--- config.mk ---
export PLATFORM = sky130hd
export DESIGN_NAME = fpxm_trap_ctl
export DESIGN_NICKNAME = d
export VERILOG_FILES = /design/src/rtl/fpxm_pkg.sv /design/src/rtl/fpxm_flush_sel.sv /design/src/rtl/fpxm_trap_ctl.sv
export VERILOG_INCLUDE_DIRS = /design/src /design/src/rtl
export SDC_FILE = /design/constraint.sdc
export NUM_CORES = 1
export LEC_CHECK = 0
export ABC_AREA = 1
export BUFFER_PORTS_ARGS = -buffer_cell sky130_fd_sc_hd__buf_2
export CAP_MARGIN = 30
export CORE_MARGIN = 2
export CORE_UTILIZATION = 53
export CTS_BUF_LIST = sky130_fd_sc_hd__clkbuf_4 sky130_fd_sc_hd__clkbuf_8
export CTS_CLUSTER_DIAMETER = 80
export DETAILED_ROUTE_END_ITERATION = 8
export PLACE_DENSITY = 0.91
export SYNTH_ARGS = -nofsm -noshare
export SYNTH_HDL_FRONTEND = slang
export SYNTH_SLANG_ARGS = --single-unit
--- constraint.sdc ---
create_clock -name ref_clk -period 3.19 [get_ports ref_clk]
set_clock_uncertainty 0.1 [all_clocks]
set_input_delay 0.319 -clock ref_clk [delete_from_list [all_inputs] [get_ports ref_clk]]
set_output_delay 0.319 -clock ref_clk [all_outputs]
set_load 0.02 [all_outputs]
--- src/rtl/fpxm_defs.svh ---
// register map, field positions and reset values of the fp trap/mode block
`ifndef FPXM_DEFS_SVH
`define FPXM_DEFS_SVH
// -----------------------------------------------------------------------
// register byte addresses
// -----------------------------------------------------------------------
`define FPXM_OFF_ENABLES   8'h00
`define FPXM_OFF_STATUS    8'h04
`define FPXM_OFF_TRAPINFO  8'h08
// -----------------------------------------------------------------------
// field positions
// -----------------------------------------------------------------------
`define FPXM_EN_HI         11
`define FPXM_EN_LO         7
`define FPXM_FLUSH_BIT     2
`define FPXM_RM_HI         1
`define FPXM_RM_LO         0
`define FPXM_CAUSE_HI      16
`define FPXM_CAUSE_LO      12
`define FPXM_ST_FLUSH_BIT  24
`define FPXM_TI_UNIMPL_BIT 5
`define FPXM_TI_FLAG_BIT   6
// -----------------------------------------------------------------------
// widths and reset values
// -----------------------------------------------------------------------
`define FPXM_COND_W        5
`define FPXM_RM_W          2
`define FPXM_EN_RST        5'h00
`define FPXM_RM_RST        2'h0
`define FPXM_FLUSH_RST     1'h0
`define FPXM_CAUSE_RST     5'h00
`define FPXM_WORD_ZERO     32'h0000_0000
`endif

--- src/rtl/fpxm_pkg.sv ---
// types shared by the fp trap/mode block
package fpxm_pkg;
  // rounding modes in their register encoding
  typedef enum logic [1:0] {
    FPXM_RM_NEAREST = 2'h0,
    FPXM_RM_ZERO    = 2'h1,
    FPXM_RM_PLUS    = 2'h2,
    FPXM_RM_MINUS   = 2'h3
  } fpxm_rm_e;

  // one arithmetic operation reported by the datapath
  typedef struct packed {
    logic       valid;
    logic [4:0] cause;     // invalid, div0, overflow, underflow, inexact
    logic       denorm_in; // an input operand is denormal
    logic       tiny_res;  // the result is tiny
    logic       res_neg;   // sign of the tiny result
  } fpxm_op_s;

  // decisions returned to the datapath
  typedef struct packed {
    logic trap;
    logic unimpl;
    logic zero_operand;
    logic tiny_zero;
    logic tiny_min;
  } fpxm_res_s;
endpackage : fpxm_pkg

--- src/rtl/fpxm_flush_sel.sv ---
// operand and tiny-result conditioning from flush control and rounding mode
`timescale 1ns/1ps
`include "fpxm_defs.svh"
module fpxm_flush_sel (
  input  wire logic              flush_en,
  input  wire fpxm_pkg::fpxm_rm_e round_mode,
  input  wire fpxm_pkg::fpxm_op_s op,
  output logic                   zero_operand,
  output logic                   unimpl,
  output logic                   tiny_zero,
  output logic                   tiny_min
);
  // -----------------------------------------------------------------------
  // decisions
  // -----------------------------------------------------------------------
  logic away_from_zero;

  // directed rounding away from zero lands on the smallest normal value
  always_comb begin
    away_from_zero = 1'b0;
    unique case (round_mode)
      fpxm_pkg::FPXM_RM_PLUS:  away_from_zero = !op.res_neg;
      fpxm_pkg::FPXM_RM_MINUS: away_from_zero = op.res_neg;
      fpxm_pkg::FPXM_RM_NEAREST,
      fpxm_pkg::FPXM_RM_ZERO:  away_from_zero = 1'b0;
    endcase
  end

  // denormal operands: flushed when enabled, else unimplemented op
  assign zero_operand = op.valid && flush_en && op.denorm_in;
  assign unimpl       = op.valid && !flush_en && op.denorm_in;
  // tiny results only move when flushing is on
  assign tiny_min  = op.valid && flush_en && op.tiny_res &&
                     away_from_zero;
  assign tiny_zero = op.valid && flush_en && op.tiny_res &&
                     !away_from_zero;
endmodule : fpxm_flush_sel

--- src/rtl/fpxm_trap_ctl.sv ---
// fp exception enable, flush and rounding control with trap generation
//
// Overview of operation
// - five trap enables sit in register bits 11 down to 7.
// - bit 11 invalid, 10 divide-by-zero, 9 overflow, 8 underflow, 7 inexact.
// - each enable decides whether its condition takes a trap.
// - an arithmetic op traps when an enable and its cause are both set.
// - a status word write leaving enable and cause both set also traps.
// - the flush control is register bit 2.
// - with flush on, denormal operands are replaced by zero.
// - with flush on, tiny results go to zero or smallest normal by mode.
// - with flush off, a denormal operand raises unimplemented operation.
// - bits 1:0 pick nearest, toward zero, toward +inf, toward -inf.
// - bits 31 to 12 read as zero.
// - bits 6 to 3 read as zero.
`timescale 1ns/1ps
`include "fpxm_defs.svh"
module fpxm_trap_ctl #(
  parameter int ADDR_W = 8,
  parameter int COND_W = 5
) (
  input  wire logic               ref_clk,
  input  wire logic               rst_n,
  input  wire logic               clk_en,
  input  wire logic [ADDR_W-1:0]  reg_addr,
  input  wire logic [31:0]        reg_wdata,
  input  wire logic               reg_wr,
  input  wire logic               reg_rd,
  output logic      [31:0]        reg_rdata,
  input  wire fpxm_pkg::fpxm_op_s op_in,
  output fpxm_pkg::fpxm_res_s     op_res,
  output logic                    flush_denormal_ctl,
  output logic      [1:0]         round_select
);
  // -----------------------------------------------------------------------
  // elaboration checks
  // -----------------------------------------------------------------------
  // the datapath struct and field map are fixed at five conditions
  if (COND_W != `FPXM_COND_W) begin : g_bad_cond
    $error("fpxm_trap_ctl: COND_W must be five");
  end
  if (ADDR_W < 4) begin : g_bad_addr
    $error("fpxm_trap_ctl: ADDR_W too small for the map");
  end

  // -----------------------------------------------------------------------
  // functions
  // -----------------------------------------------------------------------
  // any condition whose enable and cause are both set
  function automatic logic trap_hit(input logic [4:0] en,
                                    input logic [4:0] cause);
    trap_hit = |(en & cause);
  endfunction : trap_hit

  // address compare against a byte offset from the map
  function automatic logic addr_is(input logic [ADDR_W-1:0] a,
                                   input logic [7:0] off);
    addr_is = (a == ADDR_W'(off));
  endfunction : addr_is

  // -----------------------------------------------------------------------
  // state
  // -----------------------------------------------------------------------
  logic [4:0]         enables_r;
  logic [4:0]         enables_nxt;
  logic               flush_r;
  logic               flush_nxt;
  fpxm_pkg::fpxm_rm_e rm_r;
  fpxm_pkg::fpxm_rm_e rm_nxt;
  logic [4:0]         cause_r;
  logic [4:0]         cause_nxt;
  logic [4:0]         trap_cause_r;
  logic               trap_unimpl_r;
  logic               trap_seen_r;
  fpxm_pkg::fpxm_res_s res_r;
  logic [31:0]        rdata_r;

  logic wr_en;
  logic wr_st;
  logic rd_go;
  logic op_go;
  logic op_trap;
  logic st_trap;
  logic zero_op;
  logic unimpl;
  logic tiny_zero;
  logic tiny_min;

  // -----------------------------------------------------------------------
  // bus decode
  // -----------------------------------------------------------------------
  // all strobes and ops are frozen while the clock enable is low
  assign wr_en = clk_en && reg_wr && addr_is(reg_addr, `FPXM_OFF_ENABLES);
  assign wr_st = clk_en && reg_wr && addr_is(reg_addr, `FPXM_OFF_STATUS);
  assign rd_go = clk_en && reg_rd;
  assign op_go = clk_en && op_in.valid;

  // -----------------------------------------------------------------------
  // control fields
  // -----------------------------------------------------------------------
  // both register views write the same enable, flush and mode fields
  always_comb begin
    enables_nxt = enables_r;
    flush_nxt   = flush_r;
    rm_nxt      = rm_r;
    if (wr_en || wr_st) begin
      enables_nxt = reg_wdata[`FPXM_EN_HI:`FPXM_EN_LO];
      rm_nxt = fpxm_pkg::fpxm_rm_e'(
               reg_wdata[`FPXM_RM_HI:`FPXM_RM_LO]);
      flush_nxt = wr_en ? reg_wdata[`FPXM_FLUSH_BIT]
                        : reg_wdata[`FPXM_ST_FLUSH_BIT];
    end
  end

  // field values are undefined to software; we still park them at zero
  always_ff @(posedge ref_clk or negedge rst_n) begin
    if (!rst_n) begin
      enables_r <= `FPXM_EN_RST;
      flush_r   <= `FPXM_FLUSH_RST;
      rm_r      <= fpxm_pkg::fpxm_rm_e'(`FPXM_RM_RST);
    end else begin
      enables_r <= enables_nxt;
      flush_r   <= flush_nxt;
      rm_r      <= rm_nxt;
    end
  end

  assign flush_denormal_ctl = flush_r;
  assign round_select       = rm_r;

  // -----------------------------------------------------------------------
  // cause bits
  // -----------------------------------------------------------------------
  // an op in the same cycle as a status write wins, so no event is lost
  always_comb begin
    cause_nxt = cause_r;
    if (wr_st) begin
      cause_nxt = reg_wdata[`FPXM_CAUSE_HI:`FPXM_CAUSE_LO];
    end
    if (op_go) begin
      cause_nxt = op_in.cause;
    end
  end

  always_ff @(posedge ref_clk or negedge rst_n) begin
    if (!rst_n) begin
      cause_r <= `FPXM_CAUSE_RST;
    end else begin
      cause_r <= cause_nxt;
    end
  end

  // -----------------------------------------------------------------------
  // conditioning and trap detection
  // -----------------------------------------------------------------------
  fpxm_flush_sel u_flush_sel (
    .flush_en     (flush_r),
    .round_mode   (rm_r),
    .op           (op_in),
    .zero_operand (zero_op),
    .unimpl       (unimpl),
    .tiny_zero    (tiny_zero),
    .tiny_min     (tiny_min)
  );

  // arithmetic traps use the enables in force for that op
  assign op_trap = op_go && trap_hit(enables_r, op_in.cause);
  // a status write checks the enables and causes it leaves behind
  assign st_trap = wr_st && trap_hit(enables_nxt, cause_nxt);

  // one-cycle registered decisions back to the datapath
  always_ff @(posedge ref_clk or negedge rst_n) begin
    if (!rst_n) begin
      res_r <= '0;
    end else if (clk_en) begin
      res_r.trap         <= op_trap || st_trap;
      res_r.unimpl       <= op_go && unimpl;
      res_r.zero_operand <= op_go && zero_op;
      res_r.tiny_zero    <= op_go && tiny_zero;
      res_r.tiny_min     <= op_go && tiny_min;
    end
  end

  assign op_res = res_r;

  // -----------------------------------------------------------------------
  // trap record
  // -----------------------------------------------------------------------
  // keeps the causes of the latest trap so a handler can inspect them
  always_ff @(posedge ref_clk or negedge rst_n) begin
    if (!rst_n) begin
      trap_cause_r  <= `FPXM_CAUSE_RST;
      trap_unimpl_r <= 1'b0;
      trap_seen_r   <= 1'b0;
    end else if (op_trap || st_trap || (op_go && unimpl)) begin
      trap_cause_r  <= enables_nxt & cause_nxt;
      trap_unimpl_r <= op_go && unimpl;
      trap_seen_r   <= 1'b1;
    end
  end

  // -----------------------------------------------------------------------
  // read path
  // -----------------------------------------------------------------------
  // read data stand for exactly the cycle after the strobe
  always_ff @(posedge ref_clk or negedge rst_n) begin
    if (!rst_n) begin
      rdata_r <= `FPXM_WORD_ZERO;
    end else if (clk_en) begin
      rdata_r <= `FPXM_WORD_ZERO;
      if (rd_go && addr_is(reg_addr, `FPXM_OFF_ENABLES)) begin
        rdata_r[`FPXM_EN_HI:`FPXM_EN_LO] <= enables_r;
        rdata_r[`FPXM_FLUSH_BIT]         <= flush_r;
        rdata_r[`FPXM_RM_HI:`FPXM_RM_LO] <= rm_r;
      end
      if (rd_go && addr_is(reg_addr, `FPXM_OFF_STATUS)) begin
        rdata_r[`FPXM_CAUSE_HI:`FPXM_CAUSE_LO] <= cause_r;
        rdata_r[`FPXM_EN_HI:`FPXM_EN_LO]       <= enables_r;
        rdata_r[`FPXM_ST_FLUSH_BIT]            <= flush_r;
        rdata_r[`FPXM_RM_HI:`FPXM_RM_LO]       <= rm_r;
      end
      if (rd_go && addr_is(reg_addr, `FPXM_OFF_TRAPINFO)) begin
        rdata_r[`FPXM_COND_W-1:0]     <= trap_cause_r;
        rdata_r[`FPXM_TI_UNIMPL_BIT]  <= trap_unimpl_r;
        rdata_r[`FPXM_TI_FLAG_BIT]    <= trap_seen_r;
      end
    end
  end

  assign reg_rdata = rdata_r;
endmodule : fpxm_trap_ctl

# After elaboration in Yosys (flattened, before gate mapping)
# Cells that the tools add are included.
# totals
reg_bits,43
input_bits,54
output_inout_bits,40
wordCells,63
# op_classes
eq_ne,5
mux,11
bitwise,2
n_reduce_logical,32
# ops
op,count
logical AND 1 bit,21
2-to-1 mux 5 bit,4
bitwise AND 5 bit,2
2-to-1 mux 10 bit,1
OR reduction 5 bit,2
equality test 8 x 3 -> 1 bit (second input constant),1
equality test 8 x 4 -> 1 bit (second input constant),1
zero test 8 bit,1
2-to-1 mux 7 bit,1
equality test 2 bit (second input constant),2
zero test 1 bit,3
logical OR 1 bit,3
2-to-1 mux 3 bit,1
one-hot mux 1 bit (3 select lines),1
equality test 2 x 1 -> 1 bit (second input constant),1
zero test 2 bit,1
2-to-1 mux 1 bit,2
2-to-1 mux 2 bit,1
OR reduction 2 bit,1

# Logic depth before layout (Yosys ltp)
# logic_depth
ltp_word,9
mapped_depth,14
ltp_nobuf,13

# Cells and area by module
# Synthesis repeated with hierarchy kept, for this count alone.
# hier_totals
hier_cells,255
area_unflattened_um2,2229.6
# modules_own_cells
mod,n_inst,cells_per_inst,area_per_inst_um2,seq_area_each_um2
fpxm_trap_ctl,1,241,2169.6,1076.0
fpxm_flush_sel,1,14,60.1,0.0

# Worst setup path before layout
# OpenSTA, ideal clock, no wires.
# synth_timing
path_kind,input to register
start,input port reg_addr[7]
end,register trap_cause_r[0]
setup_time_ns,0.118
t_arrival_ns,1.545
required_time_ns,2.972
setup_slack_ns,1.427
path_stages,14
n_path_buf,1
cell_sequence,nor2_1 -> nand2_2 -> inv_2 -> nand3_4 -> nand2_4 -> buf_12 -> nand2_2 -> nand2_2 -> nand2_2 -> nand3_2 -> o21bai_4 -> nand3_4 -> nand2_1 -> nand2_1
# synth_via
elab_chain_cells,9
elab_cells_between_ends,13
cone_classes,1 x eq/ne; 3 x mux; 1 x bitwise; 8 x reduce/logical
# synth_lines
element,line_no,source
start: declaration,fpxm_trap_ctl.sv:25,"input wire logic [ADDR_W-1:0] reg_addr,"
equality test 8 x 3 -> 1 bit / zero test 8 bit (equally long branches),fpxm_trap_ctl.sv:58,addr_is = (a == ADDR_W'(off));
logical AND 1 bit (on tied branches),"fpxm_trap_ctl.sv:94, fpxm_trap_ctl.sv:93",
logical OR 1 bit *,fpxm_trap_ctl.sv:106,if (wr_en || wr_st) begin
2-to-1 mux 5 bit *,fpxm_trap_ctl.sv:106,
named net enables_nxt[3],fpxm_trap_ctl.sv:65,logic [4:0] enables_nxt;
bitwise AND 5 bit *,fpxm_trap_ctl.sv:52,trap_hit = |(en & cause);
OR reduction 5 bit *,fpxm_trap_ctl.sv:52,
logical AND 1 bit *,fpxm_trap_ctl.sv:169,"assign st_trap = wr_st && trap_hit(enables_nxt, cause_nxt);"
logical OR 1 bit * (2 in a row),fpxm_trap_ctl.sv:195,end else if (op_trap || st_trap || (op_go && unimpl)) begin
end signal: assignment,fpxm_trap_ctl.sv:192,trap_cause_r <= `FPXM_CAUSE_RST;
end signal: assignment,fpxm_trap_ctl.sv:196,trap_cause_r <= enables_nxt & cause_nxt;
end: declaration,fpxm_trap_ctl.sv:72,logic [4:0] trap_cause_r;
# Mark *: on every way through the listed nets, which the timed path passes. The rest lies on a longest branch.
# A chain may end at the register's enable or synchronous reset.

# Final worst setup path
# layout_timing
start,input port reg_addr[7]
end,register trap_cause_r[4]
# The elaborated chain is that of the path after synthesis.

==> impl_metrics.py <==
metrics = {
    "worst_setup_path": {
        "r2r_cells": 10,
        "required_ns": 3.28,
        "slowest_delay_ns": 0.28,
        "start_kind": "input port",
        "critical-path-slowest-cell": "o21bai_4",
        "crit_chain": "buf_2 > nor2_1 > nand2_2 > nor2_2 > nand2_2 > nand2_4 > o21ai_2 > nand2_1 > nand2_2 > o21bai_4 > nand3_4 > nand2_1 > nand2_1",
        "worstPathMaxFanout": 13,
        "timing.rr.start": "cause_r[2]",
        "ff2ff_setup_slack_ns": 1.59,
        "crit_start": "reg_addr[7]",
        "worstSetupPathType": "input port to flip-flop",
        "cp.arrival_ns": 1.97,
        "critPathCaptureType": "flip-flop",
        "r2r-end": "trap_cause_r[4]",
    },
    "route": {
        "wl_per_cell_um": 13.1,
        "vias_per_cell": 5.10,
        "vias": 1909,
        "drtAntennaViolNets": 0,
        "first_pass_iters": 4,
        "drc_errors": 0,
        "postRouteWirelength_um": 4880,
        "drt-initial-drc-count": 136,
    },
    "clocking": {
        "holdBufCountCts": 0,
        "clk_pin_slew_ns": 0.08,
        "clk_path_buf_depth": 2,
        "htree_levels": 2,
        "postCtsSetupBuffers": 0,
        "cts_tree": "done",
        "worstSkewPairLatency_ns": 0.30,
        "clock_sinks": 43,
        "cts_resized": 0,
        "clockRootBuffer": "clkbuf_8",
        "cts_buffers": 5,
    },
    "grt": {
        "grt_usage_pct": 23.0,
        "met1_usage_pct": 29.0,
        "gr-total-overflow": 0,
        "antenna_found_initial": 0,
        "use_met2_pct": 37.9,
        "grt_start_max_net_pins": 44,
        "grt_pass1_vias": 1801,
        "grt_pass1_wl_um": 7820,
        "busiest_layer": "met2",
        "grt_use_met3_pct": 6.09,
    },
    "sta": {
        "finalCritPeriodShare_pct": 58.7,
        "max_slew_margin_pct": 38.6,
        "setup_viol_count_final": 0,
        "fin_tns_setup_ns": 0,
        "hold_viol_final": 0,
        "grt_setup_unrepaired": "false",
        "drv_slew": 0,
        "period_minus_slack_ns": 1.87,
        "max_freq_mhz": 534,
        "tightest_slew_ns": 0.921,
    },
    "job": {
        "drv_cap": 0,
    },
    "placement": {
        "place_congestion": 0.859,
        "place_area_sq_mm": 0.00247,
        "portBuffers": 61,
        "hpwl_um": 3670,
    },
    "layout": {
        "drive_gt1_share_pct": 31.5,
        "postLayoutCoreUtil_pct": 64.7,
        "antenna-diode-count": 0,
        "fin_area_sq_mm": 0.00259,
        "syn_to_final_growth_pct": 18.4,
        "fillers": 342,
        "layout.nets": 377,
    },
    "die": {
        "io_pins": 94,
        "rows": 23,
        "dieArea_sq_mm": 0.00466,
        "start_util_pct": 54.7,
        "dieHeight_um": 68.3,
        "fp.coreArea_sq_mm": 0.00400,
        "die_w_um": 68.3,
    },
    "yosys": {
        "synth_cells": 259,
        "ys_seq_elements": 43,
        "netlist_area_sq_mm": 0.00219,
        "synth_warnings": 0,
        "synth_cell_type_count": 29,
        "yosysSeqAreaShare_pct": 49.2,
        "syn_area_per_cell_sq_um": 8.45,
    },
    "min_path": {
        "hp-class": "input port to asynchronous set/reset pin",
    },
    "power": {
        "max-vdd-ir-drop_uv": 310,
        "p_per_area_mw_per_mm2": 458,
        "leakagePower_nw": 1.49,
    },
    "status": {
        "outcome": "finished, final reports clean",
    },
}
==> metal layers <==
metal,vias to the layer above,routed length [um]
met5,-,0
met4,0,65
met1,888,2060
met2,89,2360
met3,5,400
li1,927,-
==> synthesized netlist by cell type, drive strengths merged <==
master	count	share of area, %
a21oi	1	0.23
a31oi	1	0.29
buf	15	5.7
clkbuf	2	0.34
clkinv	1	0.17
conb	1	0.17
dfrtp	43	49
inv	35	6.1
nand2	85	17
nand3	29	8.2
nand3b	2	0.69
nand4	8	2.3
nor2	9	2.2
nor3	2	0.46
o21ai	21	5.3
o21bai	1	0.86
o221ai	1	0.40
o31ai	2	0.69
==> area by class of cell <==
class                           instances  area (sq um)  area share (%)
Clock inverter                          2          35.0            1.35
Multi-Input combinational cell        176           891            34.4
Timing Repair Buffer                   61           305            11.8
Inverter                               36           138            5.31
Tap cell                               50          62.6            2.42
Clock buffer                            6          82.6            3.19
Sequential cell                        43          1080            41.5
==> cell families (layout without fill, tap and decap cells) <==
group                  count (synthesis)  in the layout  share of synthesized area, %
other                                  1             14                         0.171
buffers and inverters                 53            105                          12.3
flip-flops                            43             43                          49.2
AO/OA/AOI/OAI                         27             27                          7.78
AND/OR/NAND/NOR                      135            135                          30.5
==> sequential cells by signal, summed over array words and instances, names as in the netlist <==
signal and count:
round_select 2, trap_seen_r 1, reg_rdata 18, enables_r 5
flush_denormal_ctl 1, cause_r 5, trap_cause_r 5, op_res 5
trap_unimpl_r 1
==> power breakdown <==
part	total [W]	switching, W	leakage (nW)	internal, W
logic	0.000161	0.000111	0.865	0.0000501
registers	0.000587	0.0000153	0.560	0.000572
clock network	0.000438	0.000184	0.0612	0.000253
total	0.00119	0.000311	1.49	0.000875
==> metrics by stage <==
step | setup slack, ns | cells | power, W | hold slack [ns]
floorplan | 1.43 | 272 | 0.000708 | -0.0766
global placement | 1.04 | 366 | 0.000752 | 0.352
detailed placement | 1.02 | 366 | 0.000759 | 0.361
CTS | 1.33 | 374 | 0.00120 | 0.0843
global route | 1.16 | 374 | 0.00124 | 0.131
finish | 1.32 | 374 | 0.00119 | 0.0501
==> placed cells by master, fill, tap and decap left out <==
master,n
nand3b_1,2
inv_4,1
buf_2,61
nand3_2,2
nor3_1,2
nor2_4,1
nand2_4,1
a21oi_1,1
nor2_2,3
conb_1,14
inv_1,30
bufinv_16,1
o21ai_2,3
o21bai_4,1
nand3_1,25
clkbuf_8,6
nand3_4,2
nor2_1,5
o31ai_1,2
clkinv_1,1
nand4_1,8
o21ai_0,17
nand2_1,69
inv_2,4
o21ai_1,1
a31oi_1,1
nand2_2,15
o221ai_1,1
dfrtp_1,43
clkinv_2,1
==> critical path: cells and delay by family <==
kind,cells,cell delay (ns)
buffers and inverters,1,0.10
and+or+nand+nor,10,1.18
AOI/OAI and AO/OA,2,0.37
==> worst max-delay path by stage <==
stage                            endpoint  slack (ns)
after global placement    trap_cause_r[2]        1.04
after CTS                 trap_cause_r[4]        1.33
after floorplan           trap_cause_r[0]        1.43
after global routing      trap_cause_r[1]        1.16
final                     trap_cause_r[4]        1.32
after detailed placement  trap_cause_r[4]        1.02
(Power assumes the default switching activity.)
